$ cat src/sfd_pkg.sv
package sfd_pkg;
    localparam int SFD_NUM_CH = 2;
    localparam int SFD_SP_W = 11;
    // Overcurrent filter: persistence window lies in 20..40 cycles
    localparam int SFD_OC_FILT_CYC = 24;
    localparam int SFD_OC_CNT_W = 6;
    // On-state open-load/bypass delay in system clock cycles
    localparam int SFD_OPEN_LOAD_BYPASS_DLY_CYC = 8192;
    localparam int SFD_OPEN_LOAD_BYPASS_CNT_W = 14;
    // Power-up hold of the alert output before ready
    localparam int SFD_PWRUP_CYC = 16;
    localparam int SFD_PWRUP_CNT_W = 5;
    localparam logic SFD_ALERT_RST = 1'b0;
    localparam logic [1:0] SFD_SYNC_RST = 2'h0;
    // Off-state diagnostic current select codes
    localparam logic SFD_DIAG_PULL_UP = 1'b0;
    localparam logic SFD_DIAG_PULL_DN = 1'b1;
    localparam logic SFD_CFG_HIGH_SIDE = 1'b1;
endpackage

$ cat src/sfd_fault_diag.sv
`timescale 1ns/1ps
// Function
// - Overcurrent must persist filter interval before fault
// - Lower limit excess starts overcurrent filter counter
// - Upper limit is separate quick shutoff threshold
// - Quick shutoff disables stage immediately
// - Off state detects open load, not opposite short
// - Any unmasked fault drives alert low
// - Masked fault never affects alert
// - Alert low during power-up, released when ready
// - Enable pin mask gates enable pin onto alert
// - Channel mask gates channel flags onto alert
// - Overcurrent checked only enabled with nonzero setpoint
// - Overcurrent clears enable, setpoint, sets flag
// - Diagnosis read clears latched overcurrent flag
// - Restart needs read, then enable and setpoint
// - Low current beyond delay sets flag, disables
// - On-state open-load delay is 8192 cycles
// - Open-load flag latched, read clears if gone; the trip disables the channel, which marks it gone, so reads clear it anyway
// - One shared flag plus separate off-state flag
// - Bypass means battery short HS, ground short LS
// - Select field picks pull-up or pull-down
// - Diag current on when enabled with zero setpoint
// - Off flag from terminal versus half supply
// - Off-state flag never latched, follows live
module sfd_fault_diag
    import sfd_pkg::*;
#(
    parameter int NUM_CH = SFD_NUM_CH,
    parameter int SP_W = SFD_SP_W,
    parameter int OPEN_LOAD_BYPASS_DLY = SFD_OPEN_LOAD_BYPASS_DLY_CYC
) (
    input wire logic i_ref_clk,
    input wire logic i_rst_b,
    // Host writes of enable and setpoint, one strobe per channel
    input wire logic [NUM_CH-1:0] i_ctrl_wr,
    input wire logic [NUM_CH-1:0] i_ctrl_en,
    input wire logic [NUM_CH*SP_W-1:0] i_ctrl_setpoint,
    input wire logic i_diag_rd,
    input wire logic [NUM_CH-1:0] i_high_side_cfg,
    input wire logic [NUM_CH-1:0] i_off_diag_current_select,
    input wire logic i_enable_pin_alert_mask,
    input wire logic [NUM_CH-1:0] i_channel_alert_mask,
    // Asynchronous comparator outputs
    input wire logic [NUM_CH-1:0] i_cur_above_lim_low,
    input wire logic [NUM_CH-1:0] i_cur_above_lim_high,
    input wire logic [NUM_CH-1:0] i_cur_below_open_load_bypass,
    input wire logic [NUM_CH-1:0] i_output_terminal_above_half,
    // Fault sources handled elsewhere, already synchronous
    input wire logic [NUM_CH-1:0] i_over_temp_flag,
    input wire logic [NUM_CH-1:0] i_under_voltage_flag,
    input wire logic i_enable_pin,
    input wire logic i_external_reset_low,
    input wire logic i_vdd_reset,
    input wire logic i_clock_fault,
    input wire logic i_bat_over_voltage,
    input wire logic i_watchdog_event,
    output logic [NUM_CH-1:0] o_ch_enable,
    output logic [NUM_CH*SP_W-1:0] o_ch_setpoint,
    output logic [NUM_CH-1:0] o_stage_on,
    output logic [NUM_CH-1:0] o_overcurrent_flag,
    output logic [NUM_CH-1:0] o_open_load_bypass_flag,
    output logic [NUM_CH-1:0] o_off_state_open_flag,
    output logic [NUM_CH-1:0] o_diag_pull_up_on,
    output logic [NUM_CH-1:0] o_diag_pull_dn_on,
    output logic o_fault_alert_low
);

    ////////////////////////////////////////////////////////////////////////////
    typedef struct packed {
        logic [1:0] rst_sync;
        logic [NUM_CH-1:0] lo_s1;
        logic [NUM_CH-1:0] lo_s2;
        logic [NUM_CH-1:0] hi_s1;
        logic [NUM_CH-1:0] hi_s2;
        logic [NUM_CH-1:0] ol_s1;
        logic [NUM_CH-1:0] ol_s2;
        logic [NUM_CH-1:0] ot_s1;
        logic [NUM_CH-1:0] ot_s2;
        logic [NUM_CH-1:0] en;
        logic [NUM_CH*SP_W-1:0] sp;
        logic [NUM_CH-1:0] stage_on;
        logic [NUM_CH*SFD_OC_CNT_W-1:0] oc_cnt;
        logic [NUM_CH*SFD_OPEN_LOAD_BYPASS_CNT_W-1:0] ol_cnt;
        logic [NUM_CH-1:0] ovc;
        logic [NUM_CH-1:0] open_load_bypass;
        logic [NUM_CH-1:0] open_load_bypass_live;
        logic [NUM_CH-1:0] off_state_open_flag;
        logic [NUM_CH-1:0] pu_on, pd_on;
        logic [SFD_PWRUP_CNT_W-1:0] pwr_cnt;
        logic ready;
        logic alert_low;
    } sfd_state_t;

    sfd_state_t state_reg;
    sfd_state_t state_next;

    // Counters start at zero, so each limit is one below its cycle count
    localparam logic [SFD_OC_CNT_W-1:0] OC_LIMIT = SFD_OC_CNT_W'(SFD_OC_FILT_CYC - 1);
    localparam logic [SFD_OPEN_LOAD_BYPASS_CNT_W-1:0] OL_LIMIT = SFD_OPEN_LOAD_BYPASS_CNT_W'(OPEN_LOAD_BYPASS_DLY - 1);
    localparam logic [SFD_PWRUP_CNT_W-1:0] PWR_LIMIT = SFD_PWRUP_CNT_W'(SFD_PWRUP_CYC - 1);

    function automatic logic sp_nonzero(input logic [NUM_CH*SP_W-1:0] sp, input int ch);
        sp_nonzero = |sp[ch*SP_W +: SP_W];
    endfunction

    // Channel commanded on: enabled with a nonzero setpoint
    function automatic logic ch_run(
        input logic [NUM_CH-1:0] en,
        input logic [NUM_CH*SP_W-1:0] sp,
        input int ch
    );
        ch_run = en[ch] && sp_nonzero(sp, ch);
    endfunction

    // Parked for off-state diagnosis: enabled, setpoint zero
    function automatic logic ch_parked(
        input logic [NUM_CH-1:0] en,
        input logic [NUM_CH*SP_W-1:0] sp,
        input int ch
    );
        ch_parked = en[ch] && !sp_nonzero(sp, ch);
    endfunction

    function automatic logic [SFD_OC_CNT_W-1:0] oc_of(
        input logic [NUM_CH*SFD_OC_CNT_W-1:0] cnt,
        input int ch
    );
        oc_of = cnt[ch*SFD_OC_CNT_W +: SFD_OC_CNT_W];
    endfunction

    function automatic logic [SFD_OPEN_LOAD_BYPASS_CNT_W-1:0] ol_of(
        input logic [NUM_CH*SFD_OPEN_LOAD_BYPASS_CNT_W-1:0] cnt,
        input int ch
    );
        ol_of = cnt[ch*SFD_OPEN_LOAD_BYPASS_CNT_W +: SFD_OPEN_LOAD_BYPASS_CNT_W];
    endfunction

    // Both latched faults drop control and stage in the same cycle
    function automatic sfd_state_t shut_ch(
        input sfd_state_t s,
        input int ch
    );
        shut_ch = s;
        shut_ch.en[ch] = 1'b0;
        shut_ch.sp[ch*SP_W +: SP_W] = '0;
        shut_ch.stage_on[ch] = 1'b0;
    endfunction

    ////////////////////////////////////////////////////////////////////////////
    // Reset release through two flops; async assert, sync deassert
    logic [1:0] rst_pipe_reg;
    logic rst_b_int;

    always_ff @(posedge i_ref_clk or negedge i_rst_b) begin
        if (!i_rst_b) begin
            rst_pipe_reg <= SFD_SYNC_RST;
        end else begin
            rst_pipe_reg <= {rst_pipe_reg[0], 1'b1};
        end
    end
    // Everything below resets from the released copy only
    assign rst_b_int = rst_pipe_reg[1];

    ////////////////////////////////////////////////////////////////////////////
    logic [SFD_OC_CNT_W-1:0] oc_c;
    logic [SFD_OPEN_LOAD_BYPASS_CNT_W-1:0] ol_c;
    logic active;
    logic ch_fault;
    logic any_fault;
    // Per-channel scratch, rewritten on every loop pass; glob_fault is device-wide, set once after the loop
    logic trip_oc;
    logic trip_ol;
    logic parked;
    logic glob_fault;

    always_comb begin
        state_next = state_reg;
        oc_c = '0;
        ol_c = '0;
        active = 1'b0;
        ch_fault = 1'b0;
        any_fault = 1'b0;
        trip_oc = 1'b0;
        trip_ol = 1'b0;
        parked = 1'b0;
        glob_fault = 1'b0;

        // Second stage alone feeds the logic
        // Lower limit comparator
        state_next.lo_s1 = i_cur_above_lim_low;
        state_next.lo_s2 = state_reg.lo_s1;

        // Quick shutoff comparator
        state_next.hi_s1 = i_cur_above_lim_high;
        state_next.hi_s2 = state_reg.hi_s1;

        // Low-current comparator
        state_next.ol_s1 = i_cur_below_open_load_bypass;
        state_next.ol_s2 = state_reg.ol_s1;

        // Terminal versus half supply
        state_next.ot_s1 = i_output_terminal_above_half;
        state_next.ot_s2 = state_reg.ot_s1;

        // Read clears flags; fresh events below take priority
        if (i_diag_rd) begin
            state_next.ovc = '0;
            state_next.open_load_bypass = state_reg.open_load_bypass & state_reg.open_load_bypass_live;
        end

        for (int ch = 0; ch < NUM_CH; ch++) begin
            if (i_ctrl_wr[ch]) begin
                state_next.en[ch] = i_ctrl_en[ch];
                state_next.sp[ch*SP_W +: SP_W] = i_ctrl_setpoint[ch*SP_W +: SP_W];
            end

            active = ch_run(state_reg.en, state_reg.sp, ch);
            parked = ch_parked(state_reg.en, state_reg.sp, ch);
            oc_c = oc_of(state_reg.oc_cnt, ch);
            ol_c = ol_of(state_reg.ol_cnt, ch);

            // A latched flag blocks restart until the host has read it
            state_next.stage_on[ch] = active && !state_reg.ovc[ch] && !state_reg.open_load_bypass[ch];

            // Quick shutoff needs no persistence
            trip_oc = state_reg.hi_s2[ch];
            // Lower limit must persist through the whole window
            trip_oc = trip_oc || (state_reg.lo_s2[ch] && oc_c >= OC_LIMIT);
            // Low current must outlast the on-state delay
            trip_ol = state_reg.ol_s2[ch] && ol_c >= OL_LIMIT;

            if (active && state_reg.stage_on[ch]) begin
                // Lower limit excess runs the filter count
                if (state_reg.lo_s2[ch]) begin
                    state_next.oc_cnt[ch*SFD_OC_CNT_W +: SFD_OC_CNT_W] = oc_c + 1'b1;
                end else begin
                    state_next.oc_cnt[ch*SFD_OC_CNT_W +: SFD_OC_CNT_W] = '0;
                end
                if (trip_oc) begin
                    state_next = shut_ch(state_next, ch);
                    state_next.ovc[ch] = 1'b1;
                    state_next.oc_cnt[ch*SFD_OC_CNT_W +: SFD_OC_CNT_W] = '0;
                end

                // On-state open load or bypass
                if (state_reg.ol_s2[ch]) begin
                    state_next.ol_cnt[ch*SFD_OPEN_LOAD_BYPASS_CNT_W +: SFD_OPEN_LOAD_BYPASS_CNT_W] = ol_c + 1'b1;
                end else begin
                    state_next.ol_cnt[ch*SFD_OPEN_LOAD_BYPASS_CNT_W +: SFD_OPEN_LOAD_BYPASS_CNT_W] = '0;
                    state_next.open_load_bypass_live[ch] = 1'b0;
                end
                if (trip_ol) begin
                    state_next = shut_ch(state_next, ch);
                    state_next.open_load_bypass[ch] = 1'b1;
                    state_next.open_load_bypass_live[ch] = 1'b1;
                    state_next.ol_cnt[ch*SFD_OPEN_LOAD_BYPASS_CNT_W +: SFD_OPEN_LOAD_BYPASS_CNT_W] = '0;
                end
            end else begin
                // Counters restart whenever the stage is not driving
                state_next.oc_cnt[ch*SFD_OC_CNT_W +: SFD_OC_CNT_W] = '0;
                state_next.ol_cnt[ch*SFD_OPEN_LOAD_BYPASS_CNT_W +: SFD_OPEN_LOAD_BYPASS_CNT_W] = '0;
                // Condition judged gone once the channel is disabled
                if (!state_reg.en[ch]) begin
                    state_next.open_load_bypass_live[ch] = 1'b0;
                end
            end

            // Off-state source: enabled with zero setpoint only
            state_next.pu_on[ch] = parked
                && (i_off_diag_current_select[ch] == SFD_DIAG_PULL_UP);
            state_next.pd_on[ch] = parked
                && (i_off_diag_current_select[ch] == SFD_DIAG_PULL_DN);

            // Live flag versus half supply; pull-up reads low when loaded,
            // pull-down reads high when bypassed. Only an open or the
            // short the source can see is reported.
            if (state_reg.pu_on[ch]) begin
                state_next.off_state_open_flag[ch] = state_reg.ot_s2[ch];
            end else if (state_reg.pd_on[ch]) begin
                state_next.off_state_open_flag[ch] = !state_reg.ot_s2[ch];
            end else begin
                state_next.off_state_open_flag[ch] = 1'b0;
            end

            // Channel sources count only where that channel's mask admits them
            ch_fault = state_reg.ovc[ch];
            ch_fault = ch_fault | state_reg.open_load_bypass[ch];
            ch_fault = ch_fault | i_over_temp_flag[ch];
            ch_fault = ch_fault | i_under_voltage_flag[ch];
            any_fault = any_fault | (i_channel_alert_mask[ch] & ch_fault);
        end

        // Device-wide sources bypass the channel masks
        glob_fault = !i_external_reset_low;
        glob_fault = glob_fault | i_vdd_reset;
        glob_fault = glob_fault | i_clock_fault;
        glob_fault = glob_fault | i_bat_over_voltage;
        glob_fault = glob_fault | i_watchdog_event;
        // Enable pin counts only when its mask admits it
        any_fault = any_fault | (i_enable_pin_alert_mask & !i_enable_pin);
        any_fault = any_fault | glob_fault;

        // Power-up hold before ready
        if (!state_reg.ready) begin
            state_next.pwr_cnt = state_reg.pwr_cnt + 1'b1;
            state_next.ready = (state_reg.pwr_cnt == PWR_LIMIT);
        end
        // Field holds the pin level, so reset and power-up keep it low
        state_next.alert_low = state_reg.ready && !any_fault;
    end

    always_ff @(posedge i_ref_clk or negedge rst_b_int) begin
        if (!rst_b_int) begin
            state_reg <= '0;
        end else begin
            state_reg <= state_next;
        end
    end

    ////////////////////////////////////////////////////////////////////////////
    // Control state as seen by the power stage
    assign o_ch_enable = state_reg.en;
    assign o_ch_setpoint = state_reg.sp;
    assign o_stage_on = state_reg.stage_on;

    // Latched and live flags
    assign o_overcurrent_flag = state_reg.ovc;
    assign o_open_load_bypass_flag = state_reg.open_load_bypass;
    assign o_off_state_open_flag = state_reg.off_state_open_flag;

    // Off-state diagnostic sources
    assign o_diag_pull_up_on = state_reg.pu_on;
    assign o_diag_pull_dn_on = state_reg.pd_on;
    // Straight from its flop: a cleared struct means the alert is asserted
    assign o_fault_alert_low = state_reg.alert_low;

endmodule

$ cat config.mk
export PLATFORM = sky130hd
export DESIGN_NAME = sfd_fault_diag
export DESIGN_NICKNAME = d
export VERILOG_FILES = /design/src/sfd_pkg.sv /design/src/sfd_fault_diag.sv
export SDC_FILE = /design/constraint.sdc
export NUM_CORES = 1
export LEC_CHECK = 0
export ABC_AREA = 1
export ABC_CLOCK_PERIOD_IN_PS = 3130
export BUFFER_PORTS_ARGS = -buffer_cell sky130_fd_sc_hd__buf_2
export CORE_UTILIZATION = 50
export DETAILED_ROUTE_END_ITERATION = 16
export GPL_ROUTABILITY_DRIVEN = 1
export GPL_TIMING_DRIVEN = 0
export HOLD_SLACK_MARGIN = 0.08
export PLACE_DENSITY = 0.76
export SLEW_MARGIN = 20
export SYNTH_ARGS = -nofsm -noshare
export SYNTH_HDL_FRONTEND = slang
export SYNTH_SLANG_ARGS = --single-unit
$ cat constraint.sdc
create_clock -name i_ref_clk -period 3.13 [get_ports i_ref_clk]
set_clock_uncertainty 0.15 [all_clocks]
set_input_delay 0.313 -clock i_ref_clk [delete_from_list [all_inputs] [get_ports i_ref_clk]]
set_output_delay 0.313 -clock i_ref_clk [all_outputs]
set_load 0.03 [all_outputs]
==> After elaboration in Yosys (flattened, before gate mapping) <==
Index checks and enable logic that the tools add are counted.
{ "totals": {"register_bits": 105, "input_bits": 54, "output_inout_bits": 37, "word_cells": 125} }
{ "classes": {"add_sub_neg": 5, "n_lt_le_gt_ge": 4, "n_eq_ne": 1, "n_mux": 38, "bitwise_logic": 19, "reduce_logical": 34} }
{ "ops": {"columns": ["cell", "n"], "rows": [
  ["103-bit 2-to-1 mux", 2],
  ["85-bit 2-to-1 mux", 2],
  ["84-bit 2-to-1 mux", 2],
  ["14-bit 2-to-1 mux", 6],
  ["50-bit 2-to-1 mux", 1],
  ["6-bit 2-to-1 mux", 6],
  ["14-bit by 1-bit adder with 14-bit output, second input constant", 2],
  ["14-bit by 13-bit greater-or-equal comparator with 1-bit output, second input constant", 2],
  ["26-bit 2-to-1 mux", 1],
  ["11-bit 2-to-1 mux", 2],
  ["11-bit OR reduction", 2],
  ["1-bit logical AND", 19],
  ["18-bit 2-to-1 mux", 1],
  ["13-bit 2-to-1 mux", 1],
  ["1-bit bitwise OR", 13],
  ["6-bit by 1-bit adder with 6-bit output, second input constant", 2],
  ["6-bit by 5-bit greater-or-equal comparator with 1-bit output, second input constant", 2],
  ["1-bit 2-to-1 mux", 12],
  ["1-bit zero test", 11],
  ["5-bit by 1-bit adder with 5-bit output, second input constant", 1],
  ["5-bit by 4-bit == test with 1-bit output, second input constant", 1],
  ["5-bit 2-to-1 mux", 1],
  ["4-bit 2-to-1 mux", 1],
  ["1-bit bitwise AND", 3],
  ["3 further kinds", 5]
]} }

==> Longest topological paths before layout <==
{ "depth": {"ltp_word": 16, "ltp_mapped": 11, "ltp_nobuf": 10} }

==> Least setup slack after synthesis <==
No wires, ideal clock.
{ "synth_path": {"path_type": "register -> register", "start": "register state_reg, in the netlist ol_c[0]", "end": "register state_reg, in the netlist ol_c[3]", "setup_ns": 0.120, "arrival_time_ns": 1.321, "required_time_ns": 2.860, "setup_slack_ns": 1.539, "stages_incl_launch_ff": 10, "path_buffers": 1, "period_less_slack_ns": 1.591, "path_cell_list": "dfrtp_1 ha_1 nand3_2 nor2_4 nand3_1 nand2_1 nand2_2 nand2_2 buf_6 nor2_1"} }
{ "synth_lines": {"columns": ["item", "line", "rtl"], "rows": [
  ["from (decl)", "sfd_fault_diag.sv:95", "sfd_state_t state_reg;"],
  ["from (signal assigned)", "sfd_fault_diag.sv:317", "state_reg <= state_next;"]
]} }

==> impl_metrics.env <==
export IMPL_cts_tree="built"
export IMPL_yosysTopAreaCellShare=0.5093
export IMPL_wl_per_cell_um=10.90
export IMPL_cts_max_level=3
export IMPL_reg2reg_depth=11
export IMPL_setup_tns_ns=0
export IMPL_outcome="finished clean"
export IMPL_grt_ovfl_total=0
export IMPL_cp_required_ns=3.24
export IMPL_num_rows=36
export IMPL_ir_drop_mv=0.2662
export IMPL_ant_nets=0
export IMPL_worst_pin_slew_ns=0.7159
export IMPL_path_clk_slew_ns=0.10
export IMPL_fin_crit_ns=1.872
export IMPL_yosysTopAreaCell="dfrtp_1"
export IMPL_initialDrtViolationCount=146
export IMPL_ys_seq_area_frac=0.5093
export IMPL_drive_gt1_frac=0.2207
export IMPL_async_flop_share=1.000
export IMPL_antenna_found_initial=0
export IMPL_grt_pass1_vias=3809
export IMPL_die_x_um=102.6
export IMPL_track_usage=0.1945
export IMPL_fmax_ghz=0.5343
export IMPL_hpwl_mm=7.057
export IMPL_end_kind="flip-flop"
export IMPL_timing_hold_ws_ns=0.1239
export IMPL_gp_congestion=0.8059
export IMPL_synth_edf_count=0
export IMPL_setup_viol=0
export IMPL_nFillCells=871
export IMPL_yosysWarnings=0
export IMPL_start_util=0.5178
export IMPL_period_share=0.5980
export IMPL_vias=4070
export IMPL_final_common_cell="nand2_1"
export IMPL_grt_pass1_wl_mm=15.93
export IMPL_ys_ff_latch=103
export IMPL_final_seq_area_um2=2581
export IMPL_worstPathArrival_ns=1.98
export IMPL_clock_latency_ns=0.36
export IMPL_powerDensity_nw_per_um2=481.7
export IMPL_grt_max_degree=57
export IMPL_antenna_cells=0
export IMPL_drt_wl_total_mm=9.547
export IMPL_leakage_nw=3.220
export IMPL_path_class="flip-flop to flip-flop"
export IMPL_crit_fanout=10
export IMPL_core_area_um2=9774
export IMPL_route_detailed_drc=0
export IMPL_min_path_type="input port to flip-flop"
export IMPL_slew_violations=0
export IMPL_hold_path_depth=5
export IMPL_root_buffer="clkbuf_8"
export IMPL_maxSlewHeadroom=0.5227
export IMPL_syn_area_um2=5061
export IMPL_start_kind="flip-flop"
export IMPL_largest_reg_flops=44
export IMPL_multi_input_area_um2=1833
export IMPL_cts_setup_buffers=0
export IMPL_max_cap_violations=0
export IMPL_final_cell_mix="nand2_1 (164), dfrtp_1 (102), nor2_1 (94), buf_2 (94), inv_1 (80)"
export IMPL_syn_inst=625
export IMPL_synth_area_leaders="dfrtp_1 (51%), nand2_1 (12%), nor2_1 (7.0%)"
export IMPL_rsz0062_at_grt="no"
export IMPL_ioPinCount=91
export IMPL_clkSinkCount=103
export IMPL_dieHeight_um=102.6
export IMPL_drt_pass1_iterations=5
export IMPL_syn_area_per_cell_um2=8.098
export IMPL_cts_buffers=9
export IMPL_portBuffers=86
export IMPL_p_total_mw=2.895
export IMPL_area_growth_pct=18.76
export IMPL_clock_path_buffers=2
export IMPL_synthFlopType="dfrtp_1"
export IMPL_yosys_cell_types_count=28
export IMPL_layout_nets=798
export IMPL_dieArea_um2=10530
export IMPL_finalHoldViolCount=0
export IMPL_avgViaCountPerCell=4.646
==> per-layer routing <==
metal	up-vias	GRT usage	wire [um]
li1	2099	-	-
met1	1892	0.2356	4350
met2	73	0.3508	4833
met3	6	0.04610	307
met4	0	0.04396	55
met5	-	0	0
==> through the flow <==
| step | setup WS [ns] | utilization | instance area [um^2] | std cells |
|---|---|---|---|---|
| finish | 1.258 | 0.6150 | 6011 | 876 |
| global route | 1.054 | 0.6150 | 6011 | 876 |
| CTS | 1.259 | 0.6150 | 6011 | 876 |
| detailed placement | 1.279 | 0.5824 | 5693 | 846 |
| global placement | 0.6922 | 0.5794 | 5663 | 845 |
| floorplan | 1.252 | - | 5066 | 626 |
==> path summary, 6_finish.rpt <==
kind                                          start                end  slack (ns)
worst max-delay path                        oc_c[0]  o_ch_setpoint[18]        1.26
worst min-delay path            i_ctrl_setpoint[15]  o_ch_setpoint[15]        0.12
worst max register to register              oc_c[0]  o_ch_setpoint[18]        1.26
worst min register to register        state_reg[87]      state_reg[85]        0.21
max in group asynchronous           rst_pipe_reg[1]   o_ch_setpoint[1]        1.91
min in group asynchronous           rst_pipe_reg[1]      state_reg[22]        0.25
==> power breakdown <==
group,internal (mW),total (mW),leakage (nW),switching (mW)
Sequential,1.41,1.49,1.34,0.0778
Combinational,0.254,0.644,1.80,0.389
Clock,0.301,0.759,0.0843,0.458
Total,1.97,2.90,3.22,0.925
==> logic make-up (layout without fill, tap and decap cells) <==
group           count (synthesis)  after routing  synth area share
compound gates                 31             31           0.03313
xor+xnor                       22             22           0.03807
fa+ha+maj                       6              6           0.01483
buf+inv                       130            247            0.1293
flops                         103            103            0.5093
other cells                     2              3          0.001484
simple gates                  331            331            0.2739
==> final cells by class <==
type | instances | area share
Clock inverter | 6 | 0.008326
Clock buffer | 10 | 0.02123
Sequential cell | 103 | 0.4294
Timing Repair Buffer | 101 | 0.09950
Buffer | 50 | 0.05891
Inverter | 80 | 0.04996
Multi-Input combinational cell | 393 | 0.3050
Tap cell | 133 | 0.02769
==> what timing repair did <==
| action | CTS | global route |
|---|---|---|
| gates resized for setup | 0 | 0 |
| endpoints found under the hold margin | 15 | 0 |
| hold buffers | 14 | 0 |
==> critical path, stage by stage (launching register included) <==
cell      delay, ns
dfrtp_1        0.39
ha_1           0.20
nand2_1        0.08
nand2_1        0.06
nand2_1        0.04
nand2_1        0.05
nand2_1        0.04
nand2_1        0.16
clkbuf_1       0.39
nor2_1         0.08
nand3_1        0.08
nand2_1        0.05
==> synth_stat cells (all sizes together) (4+ instances only) <==
| master | number |
|---|---|
| nand2 | 168 |
| dfrtp | 103 |
| nor2 | 97 |
| inv | 80 |
| nand3 | 53 |
| buf | 46 |
| o21ai | 22 |
| xor2 | 12 |
| xnor2 | 10 |
| ha | 6 |
| nand4 | 6 |
| a21oi | 5 |
| clkbuf | 4 |
No activity file was read; power rests on OpenSTA's default activity.
